### src/rtl/pwm_pkg.sv
/*
 pwm_pkg: shared constants and types for the multi-channel pwm generator.
 assumes: one 100 MHz clock, synchronous active-low reset.
*/
package pwm_pkg;
    localparam int unsigned NUM_MATCH     = 7;
    localparam int unsigned NUM_OUT       = 6;
    localparam int unsigned CNT_W         = 32;
    localparam logic [31:0] TC_RESET      = 32'h0000_0000;
    localparam logic [31:0] PRESCALE_RST  = 32'h0000_0000;
    localparam logic [31:0] MATCH_RESET   = 32'h0000_0000;
    // per-match control field positions
    localparam int unsigned MCTL_IRQ      = 0;
    localparam int unsigned MCTL_RESET    = 1;
    localparam int unsigned MCTL_STOP     = 2;
    localparam int unsigned MCTL_W        = 3;
    localparam int unsigned CYCLE_IDX     = 0;
    localparam logic [2:0]  MCTL_RST_VAL  = 3'h0;
endpackage

### src/rtl/pwm_match_if.sv
/*
 pwm_match_if: carries the counter, match hits and cycle boundary between
 the timebase and the output stage.
 assumes: both ends on the same clock.
*/
`timescale 1ns/100ps
interface pwm_match_if;
    logic [31:0] count;
    logic [6:0]  hit;
    logic        tick;
    logic        cycle_start;
    modport timebase (output count, output hit, output tick, output cycle_start);
    modport outstage (input count, input hit, input tick, input cycle_start);
endinterface

### src/rtl/pwm_top.sv
/*
 multi_channel_pwm_generator: timer with seven match registers, shadowed match
 values and six pwm outputs.
 assumes: control arrives as plain ports from logic on i_clk.
*/
// Function
// - prescaler divides the clock, feeding a 32-bit counter as time base
// - seven match registers compare against the counter and flag matches
// - cycle match resets the counter, setting the period
// - single-edge output rises at cycle start, falls at its own match
// - single-edge output set constant low never rises
// - double-edge output uses two matches for set and clear positions
// - rising before falling gives positive pulse, otherwise negative
// - six outputs, each single or double edge, in any mix
// - each match may continue, stop or reset counter, optional interrupt
// - all outputs share one repetition rate
// - any counter value is accepted for period and width
// - in pwm mode, released match values apply only at a cycle boundary while the counter runs
// - without pwm mode the block is a plain match timer
// - all match flags combine onto one interrupt line
`timescale 1ns/100ps
module multi_channel_pwm_generator #(
    parameter int unsigned NM = pwm_pkg::NUM_MATCH,
    parameter int unsigned NO = pwm_pkg::NUM_OUT
) (
    input  wire logic              i_clk,
    input  wire logic              i_reset_n,
    input  wire logic              i_counter_enable,
    input  wire logic              i_pwm_mode,
    input  wire logic [31:0]       i_prescale,
    input  wire logic [NM*32-1:0]  i_match,
    input  wire logic [NM-1:0]     i_match_we,
    input  wire logic [NM-1:0]     i_match_release,
    input  wire logic [NM*3-1:0]   i_match_ctl,
    input  wire logic [NO-1:0]     i_out_enable,
    input  wire logic [NO-1:0]     i_double_edge,
    input  wire logic [NO-1:0]     i_const_low,
    input  wire logic [NM-1:0]     i_irq_clear,
    output logic      [NO-1:0]     o_pwm,
    output logic      [NM-1:0]     o_irq_flags,
    output logic                   o_irq,
    output logic                   o_running,
    output logic      [31:0]       o_count,
    output logic      [NM-1:0]     o_release_pending
);
    ////////////////////////////////////////////////////////////////////////////
    // match staging: written values wait in staging until released and, in
    // pwm mode while running, until the next cycle boundary
    logic [NM*32-1:0] stage_reg;
    logic [NM*32-1:0] active_reg;
    logic [NM-1:0]    pend_reg;
    logic             run_reg;
    logic             stop_hit;
    logic [NO-1:0]    level;
    logic [NM-1:0]    flag_reg;
    logic [NM-1:0]    flag_next;
    logic [NM-1:0]    irq_en;
    logic             load_now;
    pwm_match_if      mif();

    // outside pwm mode the block is a plain timer, values take effect at once
    assign load_now = !i_pwm_mode || mif.cycle_start || !run_reg;

    genvar g;
    generate
        for (g = 0; g < NM; g++) begin : g_shadow
            always_ff @(posedge i_clk) begin
                if (!i_reset_n) begin
                    stage_reg[g*32 +: 32]  <= pwm_pkg::MATCH_RESET;
                    active_reg[g*32 +: 32] <= pwm_pkg::MATCH_RESET;
                    pend_reg[g]            <= 1'b0;
                end else begin
                    if (i_match_we[g]) begin
                        stage_reg[g*32 +: 32] <= i_match[g*32 +: 32];
                    end
                    if (pend_reg[g] && load_now) begin
                        active_reg[g*32 +: 32] <= stage_reg[g*32 +: 32];
                        pend_reg[g]            <= i_match_release[g];
                    end else if (i_match_release[g]) begin
                        pend_reg[g] <= 1'b1;
                    end
                end
            end
        end
    endgenerate

    ////////////////////////////////////////////////////////////////////////////
    // counter run state; a stop match clears run until i_counter_enable rises again
    logic en_d_reg;
    always_ff @(posedge i_clk) begin
        if (!i_reset_n) begin
            run_reg  <= 1'b0;
            en_d_reg <= 1'b0;
        end else begin
            en_d_reg <= i_counter_enable;
            if (stop_hit || !i_counter_enable) begin
                run_reg <= 1'b0;
            end else if (i_counter_enable && !en_d_reg) begin
                run_reg <= 1'b1;
            end
        end
    end

    pwm_timebase #(
        .NM (NM)
    ) u_timebase (
        .i_clk      (i_clk),
        .i_reset_n  (i_reset_n),
        .i_run      (run_reg),
        .i_prescale (i_prescale),
        .i_match    (active_reg),
        .i_mctl     (i_match_ctl),
        .o_stop     (stop_hit),
        .mif        (mif.timebase)
    );

    pwm_outstage #(
        .NO (NO)
    ) u_outstage (
        .i_clk       (i_clk),
        .i_reset_n   (i_reset_n),
        .i_double    (i_double_edge),
        .i_const_low (i_const_low),
        .o_level     (level),
        .mif         (mif.outstage)
    );

    ////////////////////////////////////////////////////////////////////////////
    // sticky interrupt flags: a new hit beats a same-cycle clear
    generate
        for (g = 0; g < NM; g++) begin : g_irq
            assign irq_en[g]    = i_match_ctl[g*3 + pwm_pkg::MCTL_IRQ];
            assign flag_next[g] = (mif.hit[g] & irq_en[g]) | (flag_reg[g] & ~i_irq_clear[g]);
        end
    endgenerate

    always_ff @(posedge i_clk) begin
        if (!i_reset_n) begin
            flag_reg          <= '0;
            o_irq             <= 1'b0;
            o_pwm             <= '0;
            o_running         <= 1'b0;
            o_count           <= pwm_pkg::TC_RESET;
            o_release_pending <= '0;
        end else begin
            flag_reg          <= flag_next;
            o_irq             <= |flag_next;
            // disabled channels hold low; the timer still runs use
            o_pwm             <= i_pwm_mode ? (level & i_out_enable) : '0;
            o_running         <= run_reg;
            o_count           <= mif.count;
            o_release_pending <= pend_reg;
        end
    end
    assign o_irq_flags = flag_reg;
endmodule

### src/rtl/pwm_timebase.sv
/*
 pwm_timebase: prescaler, 32-bit counter and seven comparators.
 assumes: shadow match values are already latched by the top.
*/
`timescale 1ns/100ps
module pwm_timebase #(
    parameter int unsigned NM = 7
) (
    input  wire logic                i_clk,
    input  wire logic                i_reset_n,
    input  wire logic                i_run,
    input  wire logic [31:0]         i_prescale,
    input  wire logic [NM*32-1:0]    i_match,
    input  wire logic [NM*3-1:0]     i_mctl,
    output logic                     o_stop,
    pwm_match_if.timebase            mif
);
    logic [31:0]   pc_reg;
    logic [31:0]   tc_reg;
    logic          tick;
    logic [NM-1:0] eq;
    logic          do_reset;
    logic          do_stop;

    assign tick = i_run && (pc_reg == i_prescale);
    genvar g;
    generate
        for (g = 0; g < NM; g++) begin : g_cmp
            assign eq[g] = (tc_reg == i_match[g*32 +: 32]);
        end
    endgenerate
    always_comb begin
        do_reset = 1'b0;
        do_stop  = 1'b0;
        for (int k = 0; k < NM; k++) begin
            do_reset = do_reset | (eq[k] & i_mctl[k*3 + pwm_pkg::MCTL_RESET]);
            do_stop  = do_stop  | (eq[k] & i_mctl[k*3 + pwm_pkg::MCTL_STOP]);
        end
    end

    always_ff @(posedge i_clk) begin
        if (!i_reset_n || !i_run) begin
            pc_reg <= pwm_pkg::PRESCALE_RST;
        end else if (tick) begin
            pc_reg <= pwm_pkg::PRESCALE_RST;
        end else begin
            pc_reg <= pc_reg + 32'h0000_0001;
        end
    end

    always_ff @(posedge i_clk) begin
        if (!i_reset_n) begin
            tc_reg <= pwm_pkg::TC_RESET;
        end else if (tick) begin
            // a match-reset wins over counting so the period is match+1 ticks
            tc_reg <= do_reset ? pwm_pkg::TC_RESET : tc_reg + 32'h0000_0001;
        end
    end

    assign o_stop          = tick & do_stop;
    assign mif.count       = tc_reg;
    assign mif.hit         = tick ? 7'(eq) : 7'h00;
    assign mif.tick        = tick;
    assign mif.cycle_start = tick & eq[pwm_pkg::CYCLE_IDX];
endmodule

### src/rtl/pwm_outstage.sv
/*
 pwm_outstage: builds the six pwm levels from match hits.
 assumes: hit and cycle_start are one-cycle pulses from the timebase.
*/
`timescale 1ns/100ps
module pwm_outstage #(
    parameter int unsigned NO = 6
) (
    input  wire logic          i_clk,
    input  wire logic          i_reset_n,
    input  wire logic [NO-1:0] i_double,
    input  wire logic [NO-1:0] i_const_low,
    output logic      [NO-1:0] o_level,
    pwm_match_if.outstage      mif
);
    logic [NO-1:0] lvl_reg;
    logic [NO-1:0] lvl_next;
    logic [NO-1:0] set_ev;
    logic [NO-1:0] clr_ev;

    // output n: single edge sets at cycle start, clears on match n+1;
    // double edge sets on match n, clears on match n+1
    genvar g;
    generate
        for (g = 0; g < NO; g++) begin : g_out
            assign set_ev[g] = i_double[g] ? mif.hit[g] : (mif.cycle_start & ~i_const_low[g]);
            assign clr_ev[g] = mif.hit[g+1] | (i_const_low[g] & ~i_double[g]);
            // clear wins a tie so a zero-width pulse stays low
            assign lvl_next[g] = clr_ev[g] ? 1'b0 : (set_ev[g] ? 1'b1 : lvl_reg[g]);
        end
    endgenerate

    always_ff @(posedge i_clk) begin
        if (!i_reset_n) begin
            lvl_reg <= '0;
        end else begin
            lvl_reg <= lvl_next;
        end
    end
    assign o_level = lvl_reg;
endmodule

### config.mk
export PLATFORM = sky130hd
export DESIGN_NAME = multi_channel_pwm_generator
export DESIGN_NICKNAME = d
export VERILOG_FILES = /design/src/rtl/pwm_pkg.sv /design/src/rtl/pwm_match_if.sv /design/src/rtl/pwm_top.sv /design/src/rtl/pwm_timebase.sv /design/src/rtl/pwm_outstage.sv
export SDC_FILE = /design/constraint.sdc
export NUM_CORES = 1
export LEC_CHECK = 0
export BUFFER_PORTS_ARGS = -buffer_cell sky130_fd_sc_hd__buf_4
export CAP_MARGIN = 20
export CORE_MARGIN = 1
export CORE_UTILIZATION = 40
export CTS_CLUSTER_SIZE = 30
export DETAILED_ROUTE_END_ITERATION = 10
export HOLD_SLACK_MARGIN = 0.03
export PLACE_DENSITY = 0.55
export SYNTH_ARGS = -nofsm -noshare
export SYNTH_HDL_FRONTEND = slang
export SYNTH_HIERARCHICAL = 1
export SYNTH_SLANG_ARGS = --single-unit
export TNS_END_PERCENT = 30
### constraint.sdc
create_clock -name i_clk -period 4.06 [get_ports i_clk]
set_input_delay 0.609 -clock i_clk [delete_from_list [all_inputs] [get_ports i_clk]]
set_output_delay 0.609 -clock i_clk [all_outputs]
set_load 0.05 [all_outputs]
==> reports/metrics.cfg, run 1 <==
[outcome]
status=completed

[power_and_ir_drop]
p_clk_share_pct=44.0
vdd_ir_drop_max_mv=0.261
total_power_mw=12.8
power.internal_mw=9.71
p_per_area_nw_per_um2=428
p_leak_nw=12.3
p_seq_share_pct=47.1
swShare_pct=24.3
switchingPower_mw=3.11
comb_power_share_pct=8.9

[global_route]
antenna_found_initial=2
grt_pass1_vias=19900
grt_pass1_wl_mm=123
grt_overflow=0
grt_start_max_net_pins=175
grt_use_total_pct=25.5

[cts]
hold_buffers=0
post-cts-setup-buffer-count=0
clkLatencyLatePin_ns=0.60
htreeDepth=3
cts_tree=done
numCtsBuffers=66
clockRootBuffer=clkbuf_16
cts_resized=0
path_clk_slew_ns=0.06
cts_sinks=581
cts.path.max_buffers=3

[floorplan]
die_w_um=250
design.core.area_um2=60600
dieArea_um2=62600
fp-row-count=90
die_height_um=250
initial_core_util_pct=40.7
pin_count=374

[sta]
tightest_slew_ns=1.08
hold_slack_ns=0.237
skew_ns=0.0261
relSlewSlack_pct=28.1
setup_violations=0
fin_crit_sh_pct=89.1
hold_violations=0
grt_setup_unrepaired=false
finalSetupTns_ns=0
fmaxAchievable_mhz=276
slew_violations=0
post-route-min-period_ns=3.62

[critical_path]
cp_top_family=simple AND/OR/NAND/NOR gates
endpoint_kind=flip-flop
slowest_stage=dfxtp_1
cp_common_cell=buf_4
required_ns=4.54
critical_path_arrival_ns=4.10
crit_type=flip-flop to flip-flop
path_cells=buf_4, xnor2_1, nand4_1, nor4_1, buf_4, nand3_1, o21a_1, a31oi_2, buf_12, and3b_1
cp-start-kind=flip-flop
worstSetupPathDepth=10
crit_buf_inv=3
ff2ff_path_depth=10
max_stage_delay_ns=0.89
crit_fanout=32

[placement]
place_congestion=0.859
portBuffers=373
dp_hpwl_mm=57.4
dp_cells=3684
dpl_cell_area_um2=28000

[synth]
ys_types=51
synth_warnings=6
ys_seq_area_share_pct=47.2
synth_seq_cells=581
synth_nets=3001
synth_area_um2=24600
syn_inst=2679
ys_async_sr_fraction_pct=0
synth_ff_type=dfxtp_1
syn_avg_cell_area_um2=9.19
synth-edff-count=0

[job]
drv_cap=0

[routing]
viasPerCell=5.36
drc=0
drt-pass1-iter-count=8
num_vias=20300
wl_mm=81.1
wl_per_cell_um=21.4
drtIter0Drc=1595
final_antenna_net_count=0

[layout]
multi_input_comb_area_um2=11700
nets=3292
fin_area_um2=30000
syn_to_final_growth_pct=21.6
seq_area_um2=11600
stdcell_count=3794
drive_gt1_share_pct=18.7
fillers=5773

[min_path]
min_path_cells=3
min_path_type=input port to flip-flop

[layout by cell type, fill, tap and decap left out, types with 11 or more instances in the layout]
cell type  instances
a21oi_1          238
nor3b_1           23
and2_1            40
clkbuf_1          23
o21ai_0          104
nand3_1          260
xnor2_1          183
xor2_1           131
buf_4            444
buf_12            11
inv_1             27
and3_1            25
o21ai_1          126
clkbuf_16         67
nor2_1           283
mux2i_1          231
nand4_1           58
nand2_1           24
dfxtp_1          581
nor4_1            35
[cell families (layout without fill, tap and decap cells)]
| kind of cell | Yosys count | after routing | synth area share (%) |
|---|---|---|---|
| other | 0 | 1 | 0 |
| buffers and inverters | 260 | 592 | 5.32 |
| XOR/XNOR | 314 | 314 | 11.2 |
| AND/OR/NAND/NOR | 802 | 802 | 16.5 |
| multiplexers | 231 | 231 | 9.39 |
| adder cells (fa/ha/maj) | 2 | 2 | 0.102 |
| flip-flops | 581 | 581 | 47.2 |
| AO/OA/AOI/OAI | 489 | 489 | 10.3 |
[stage by stage]
step                      util (%)  setup WS (ns)
after global placement        46.2          0.596
after global routing          49.4          0.489
after floorplan                  -          0.849
after CTS                     49.4          0.543
final                         49.5          0.441
after detailed placement      46.2          0.563
[tightest hold or removal path, cell delays in order]
cell and delay [ns]:
buf_4 0.09, a21oi_1 0.03, nor2_1 0.06
[layer usage]
| metal | vias up | track usage (%) | share of wire (%) |
|---|---|---|---|
| met5 | - | 0 | 0 |
| met2 | 664 | 40.1 | 45 |
| met4 | 0 | 7.34 | 2.6 |
| li1 | 9823 | - | - |
| met1 | 9734 | 35.7 | 46 |
| met3 | 119 | 4.32 | 5.8 |
[power groups by stage]
stage / registers (mW) / logic, mW / clock network, mW
final: 6.04 / 1.14 / 5.63
after global routing: 6.06 / 1.24 / 5.99
after CTS: 6.04 / 1.14 / 5.74
after detailed placement: 6.16 / 1.14 / 0
after global placement: 6.16 / 1.12 / 0
after floorplan: 6.11 / 0.647 / 0
[Yosys cell counts, types with 6 or more instances]
| master | instances | area (um2) |
|---|---|---|
| nand3_1 | 260 | 1300 |
| buf_6 | 21 | 236 |
| nand2_1 | 24 | 90.1 |
| and2_1 | 40 | 250 |
| buf_2 | 96 | 480 |
| mux2i_1 | 231 | 2310 |
| a21oi_1 | 238 | 1190 |
| inv_1 | 27 | 101 |
| nor2b_1 | 7 | 43.8 |
| o21ai_0 | 104 | 521 |
| xnor2_1 | 183 | 1600 |
| nor2_1 | 283 | 1060 |
| nor3_1 | 6 | 30.0 |
| buf_1 | 12 | 45.0 |
| nand4_1 | 58 | 363 |
| nor4_1 | 35 | 219 |
| nor3b_2 | 6 | 75.1 |
| and3_1 | 25 | 156 |
| buf_4 | 7 | 52.6 |
| dfxtp_1 | 581 | 11600 |
| xor2_1 | 131 | 1150 |
| nor3b_1 | 23 | 173 |
| clkbuf_1 | 92 | 345 |
| o21ai_1 | 126 | 631 |
[area by class of cell]
cell class	instances	area share (%)
Tap cell	782	3.27
Timing Repair Buffer	455	11.9
Sequential cell	581	38.8
Inverter	28	0.376
Antenna cell	1	0.00835
Clock buffer	97	6.21
Multi-Input combinational cell	1838	39.0
Clock inverter	12	0.418
[final timing paths]
path | startpoint | endpoint | slack, ns
max | u_timebase/mif.count[7] | u_timebase/mif.count[14] | 0.44
min | i_match_release[2] | pend_reg[2] | 0.24
max reg2reg | u_timebase/mif.count[7] | u_timebase/mif.count[14] | 0.44
min reg2reg | u_outstage/o_level[1] | u_outstage/o_level[1] | 0.45
(Power assumes the default switching activity.)
==> run 2, diff against run 1 <==
--- a/config.mk
+++ b/config.mk
@@ -7,12 +7,13 @@
 export LEC_CHECK = 0
 export BUFFER_PORTS_ARGS = -buffer_cell sky130_fd_sc_hd__buf_4
 export CAP_MARGIN = 20
+export CORE_ASPECT_RATIO = 0.8
 export CORE_MARGIN = 1
-export CORE_UTILIZATION = 40
+export CORE_UTILIZATION = 57
 export CTS_CLUSTER_SIZE = 30
 export DETAILED_ROUTE_END_ITERATION = 10
 export HOLD_SLACK_MARGIN = 0.03
-export PLACE_DENSITY = 0.55
+export PLACE_DENSITY = 0.76
 export SYNTH_ARGS = -nofsm -noshare
 export SYNTH_HDL_FRONTEND = slang
 export SYNTH_HIERARCHICAL = 1
==> reports/metrics.cfg, run 2 (synthesis gave the netlist of run 1 again) <==
[cts]
clkLatencyLatePin_ns=0.60
cts_sinks=581
htreeDepth=2
post-cts-setup-buffer-count=0
cts_resized=0
cts_tree=done
path_clk_slew_ns=0.07
cts.path.max_buffers=3
numCtsBuffers=53
clockRootBuffer=clkbuf_16
hold_buffers=0

[global_route]
grt_pass1_wl_mm=115
grt_use_total_pct=33.8
met3_usage_pct=5.43
grt_overflow=0
top_usage_layer=met2
grt_start_max_net_pins=160
grt_pass1_vias=19900
antenna_found_initial=3
use_met1_pct=47.7
grt_use_met2_pct=52.5

[placement]
dp_slack_ns=0.513
place_congestion=0.903
dp_hpwl_mm=52.6
portBuffers=373

[power_and_ir_drop]
total_power_mw=12.8
vdd_ir_drop_max_mv=0.345
p_per_area_nw_per_um2=433
p_leak_nw=12.2

[layout]
final_common_cell=dfxtp_1
seq_area_um2=11600
final_cell_mix=581 x dfxtp_1, 435 x buf_4, 283 x nor2_1
syn_to_final_growth_pct=20.0
fillers=3289
multi_input_comb_area_um2=11700
drive_gt1_share_pct=18.5
nets=3268

[floorplan]
die_w_um=234
fp-row-count=67
initial_core_util_pct=58.3
pin_count=374
die_height_um=188
design.core.area_um2=42300
dieArea_um2=44000

[critical_path]
endpoint_kind=flip-flop
crit_type=flip-flop to flip-flop
required_ns=4.55
crit_fanout=32
critical_path_arrival_ns=4.13
cp-start-kind=flip-flop
r2r_slack_ns=0.42

[sta]
post-route-min-period_ns=3.64
grt_setup_unrepaired=false
fin_crit_sh_pct=89.6
tightest_slew_ns=1.07
setup_violations=0
finalSetupTns_ns=0
fmaxAchievable_mhz=275
relSlewSlack_pct=29.0
slew_violations=0
skew_ns=0.0201
hold_violations=0
final.setup.worst_slack_ns=0.424

[routing]
drc=0
drt-pass1-iter-count=6
num_vias=21100
wl_mm=76.4
final_antenna_net_count=0
drtIter0Drc=2377
wl_per_cell_um=21.6
viasPerCell=5.96

[min_path]
min_path_type=input port to flip-flop

[job]
drv_cap=0

[outcome]
status=completed

## run 2: changes by cell type in the layout (fill, tap and decap cells not counted), moves of 2 or more
cell       before  now
buf_12         11    7
buf_4         444  435
bufinv_16       2   12
clkbuf_1       23    9
clkbuf_16      67   55
clkbuf_8        7   12
inv_6           3    1
## run 2: metrics by stage
step	area [um2]	instances	utilization, %	hold WS [ns]
final	29600	3540	69.9	0.231
after global routing	29600	3539	69.9	0.220
after CTS	29500	3537	69.9	0.214
after detailed placement	27500	3441	65.2	0.452
after global placement	27500	3441	65.2	0.438
after floorplan	24600	2679	-	0.429
## run 2: worst paths after layout
| kind | from | to | depth (start not counted) |
|---|---|---|---|
| max | u_timebase/mif.count[22] | u_timebase/mif.count[14] | 9 |
| min | i_match_release[1] | pend_reg[1] | 3 |
| max reg2reg | u_timebase/mif.count[22] | u_timebase/mif.count[14] | 9 |
| min reg2reg | u_outstage/o_level[4] | u_outstage/o_level[4] | 2 |
## run 2: report_power, final
| group | leakage [nW] | switching [mW] | total (mW) | internal [mW] |
|---|---|---|---|---|
| Sequential | 4.74 | 0.137 | 6.03 | 5.90 |
| Clock | 0.972 | 2.21 | 5.66 | 3.45 |
| Combinational | 6.48 | 0.608 | 1.11 | 0.501 |
| Total | 12.2 | 2.95 | 12.8 | 9.85 |
## run 2: area by class of cell
cell class	instances	area share [%]
multi-input cells	1838	39.6
flip-flops and latches	581	39.4
repair buffers	444	11.6
clock buffers	76	5.33
well taps	552	2.34
clock inverters	20	1.38
inverters	28	0.381
diodes	1	0.00847
## run 2: critical path, cell delays in order (launching register included)
cell      delay (ns)
dfxtp_1         0.97
buf_4           0.28
xnor2_1         0.15
nand4_1         0.16
nor4_1          0.77
and3_1          0.28
a311oi_1        0.06
a31oi_2         0.26
buf_4           0.38
and3b_1         0.22
## run 2: per-layer routing
metal / part of all wire [%] / routed length, um
met4: 3.2 / 2470
met2: 45 / 34600
met3: 9.2 / 6990
met5: 0 / 0
met1: 42 / 32400
==> run 3, diff against run 2 <==
==> constraint.sdc (replaced) <==
create_clock -name i_clk -period 3.85 [get_ports i_clk]
set_input_delay 0.5775 -clock i_clk [delete_from_list [all_inputs] [get_ports i_clk]]
set_output_delay 0.5775 -clock i_clk [all_outputs]
set_load 0.05 [all_outputs]
==> reports/metrics.cfg, run 3 (synthesis gave the netlist of run 1 again) <==
[sta]
fmaxAchievable_mhz=291
hold_violations=0
post-route-min-period_ns=3.44
slew_violations=0
skew_ns=0.0323
fin_crit_sh_pct=89.4
grt_setup_unrepaired=false
setup_violations=0
tightest_slew_ns=1.15
relSlewSlack_pct=23.4
finalSetupTns_ns=0

[routing]
drtIter0Drc=2170
wl_per_cell_um=21.5
wl_mm=76.3
drt-pass1-iter-count=6
num_vias=21000
drc=0
viasPerCell=5.91
final_antenna_net_count=0

[critical_path]
crit-reg2reg-launch=u_timebase/mif.count[14]
crit_fanout=32
cp-start-kind=flip-flop
path_cells=buf_4, xnor2_1, nand4_1, nor4_1, buf_4, nand3_1, o21a_1, a31oi_2, buf_4, and3b_1
endpoint_kind=flip-flop
slowest_stage=dfxtp_1
worstSetupStartpoint=u_timebase/mif.count[14]
crit_buf_inv=3
required_ns=4.36
ff2ff_path_depth=10
cp_top_family=simple AND/OR/NAND/NOR gates
r2r-end=u_timebase/mif.count[14]
crit_type=flip-flop to flip-flop
r2r_slack_ns=0.41
max_stage_delay_ns=0.84
cp_common_cell=buf_4
critical_path_arrival_ns=3.95

[global_route]
grt_overflow=0
grt_start_max_net_pins=181
grt_pass1_vias=19900
grt_pass1_wl_mm=113
grt_use_total_pct=33.4
antenna_found_initial=2

[cts]
htreeDepth=2
numCtsBuffers=55
cts_tree=done
cts_resized=0
clkLatencyLatePin_ns=0.61
cts.path.max_buffers=3
cts_sinks=581
path_clk_slew_ns=0.06
post-cts-setup-buffer-count=0
clockRootBuffer=clkbuf_16
hold_buffers=0

[outcome]
status=completed

[floorplan]
dieArea_um2=44000
pin_count=374
initial_core_util_pct=58.3
design.core.area_um2=42300
die_w_um=234
fp-row-count=67
die_height_um=188

[power_and_ir_drop]
vdd_ir_drop_max_mv=0.464
p_per_area_nw_per_um2=446
p_leak_nw=12.2

[layout]
fin_area_um2=29500
nets=3276
stdcell_count=3547
drive_gt1_share_pct=18.7
final_cell_mix=581 x dfxtp_1, 441 x buf_4, 283 x nor2_1
syn_to_final_growth_pct=19.7
final_common_cell=dfxtp_1

[placement]
portBuffers=373
dp_cells=3449
place_congestion=0.911
dp_hpwl_mm=52.9
dpl_cell_area_um2=27600

[min_path]
min_from=i_match_release[4]
min_path_type=input port to flip-flop
min_path_cells=3
worst_hold_path.endpoint=pend_reg[4]

[job]
drv_cap=0

[run 3: final cells by class]
class	instances	area (um2)
antenna	2	5.00
tap	552	691
clock buffer	73	1550
fill	3261	12800
sequential	581	11600
inverter	28	113
clock inverter	23	297
multi-input combinational	1838	11700
timing repair buffer	450	3490
[run 3: power by group]
group,switching (mW),total (mW),internal (mW)
Combinational,0.643,1.17,0.528
Clock,2.37,5.60,3.23
Sequential,0.146,6.37,6.22
Total,3.16,13.1,9.98
[run 3: per-layer routing]
metal	vias to the layer above	GRT usage, %	part of all wire (%)
met1	10000	45.1	42
met5	-	0	0
met2	966	52.7	45
li1	9786	-	-
met4	0	11.3	3.5
met3	175	7.12	9.3
[run 3: per-stage QoR]
| step | hold slack, ns | power (mW) | utilization, % | worst slack [ns] |
|---|---|---|---|---|
| final | 0.188 | 13.1 | 69.8 | 0.409 |
| after global routing | 0.182 | 13.5 | 69.8 | 0.367 |
| after CTS | 0.178 | 13.1 | 69.8 | 0.551 |
| after detailed placement | 0.450 | 7.64 | 65.4 | 0.265 |
| after global placement | 0.439 | 7.61 | 65.4 | 0.382 |
| after floorplan | 0.429 | 7.13 | - | 0.670 |
[run 3: worst register-to-register path, stage by stage (launching register included)]
cell     delay (ns)
dfxtp_1        0.84
buf_4          0.32
xnor2_1        0.15
nand4_1        0.12
nor4_1         0.65
buf_4          0.27
nand3_1        0.08
o21a_1         0.11
a31oi_2        0.18
buf_4          0.38
and3b_1        0.24
[run 3: how the worst max path moves through the flow]
| stage | end | slack [ns] | cells after the start |
|---|---|---|---|
| final | u_timebase/mif.count[14] | 0.41 | 10 |
| after detailed placement | active_reg[103] | 0.27 | 11 |
| after CTS | active_reg[200] | 0.55 | 11 |
| after global routing | active_reg[174] | 0.37 | 11 |
| after floorplan | active_reg[164] | 0.67 | 14 |
| after global placement | active_reg[144] | 0.38 | 11 |
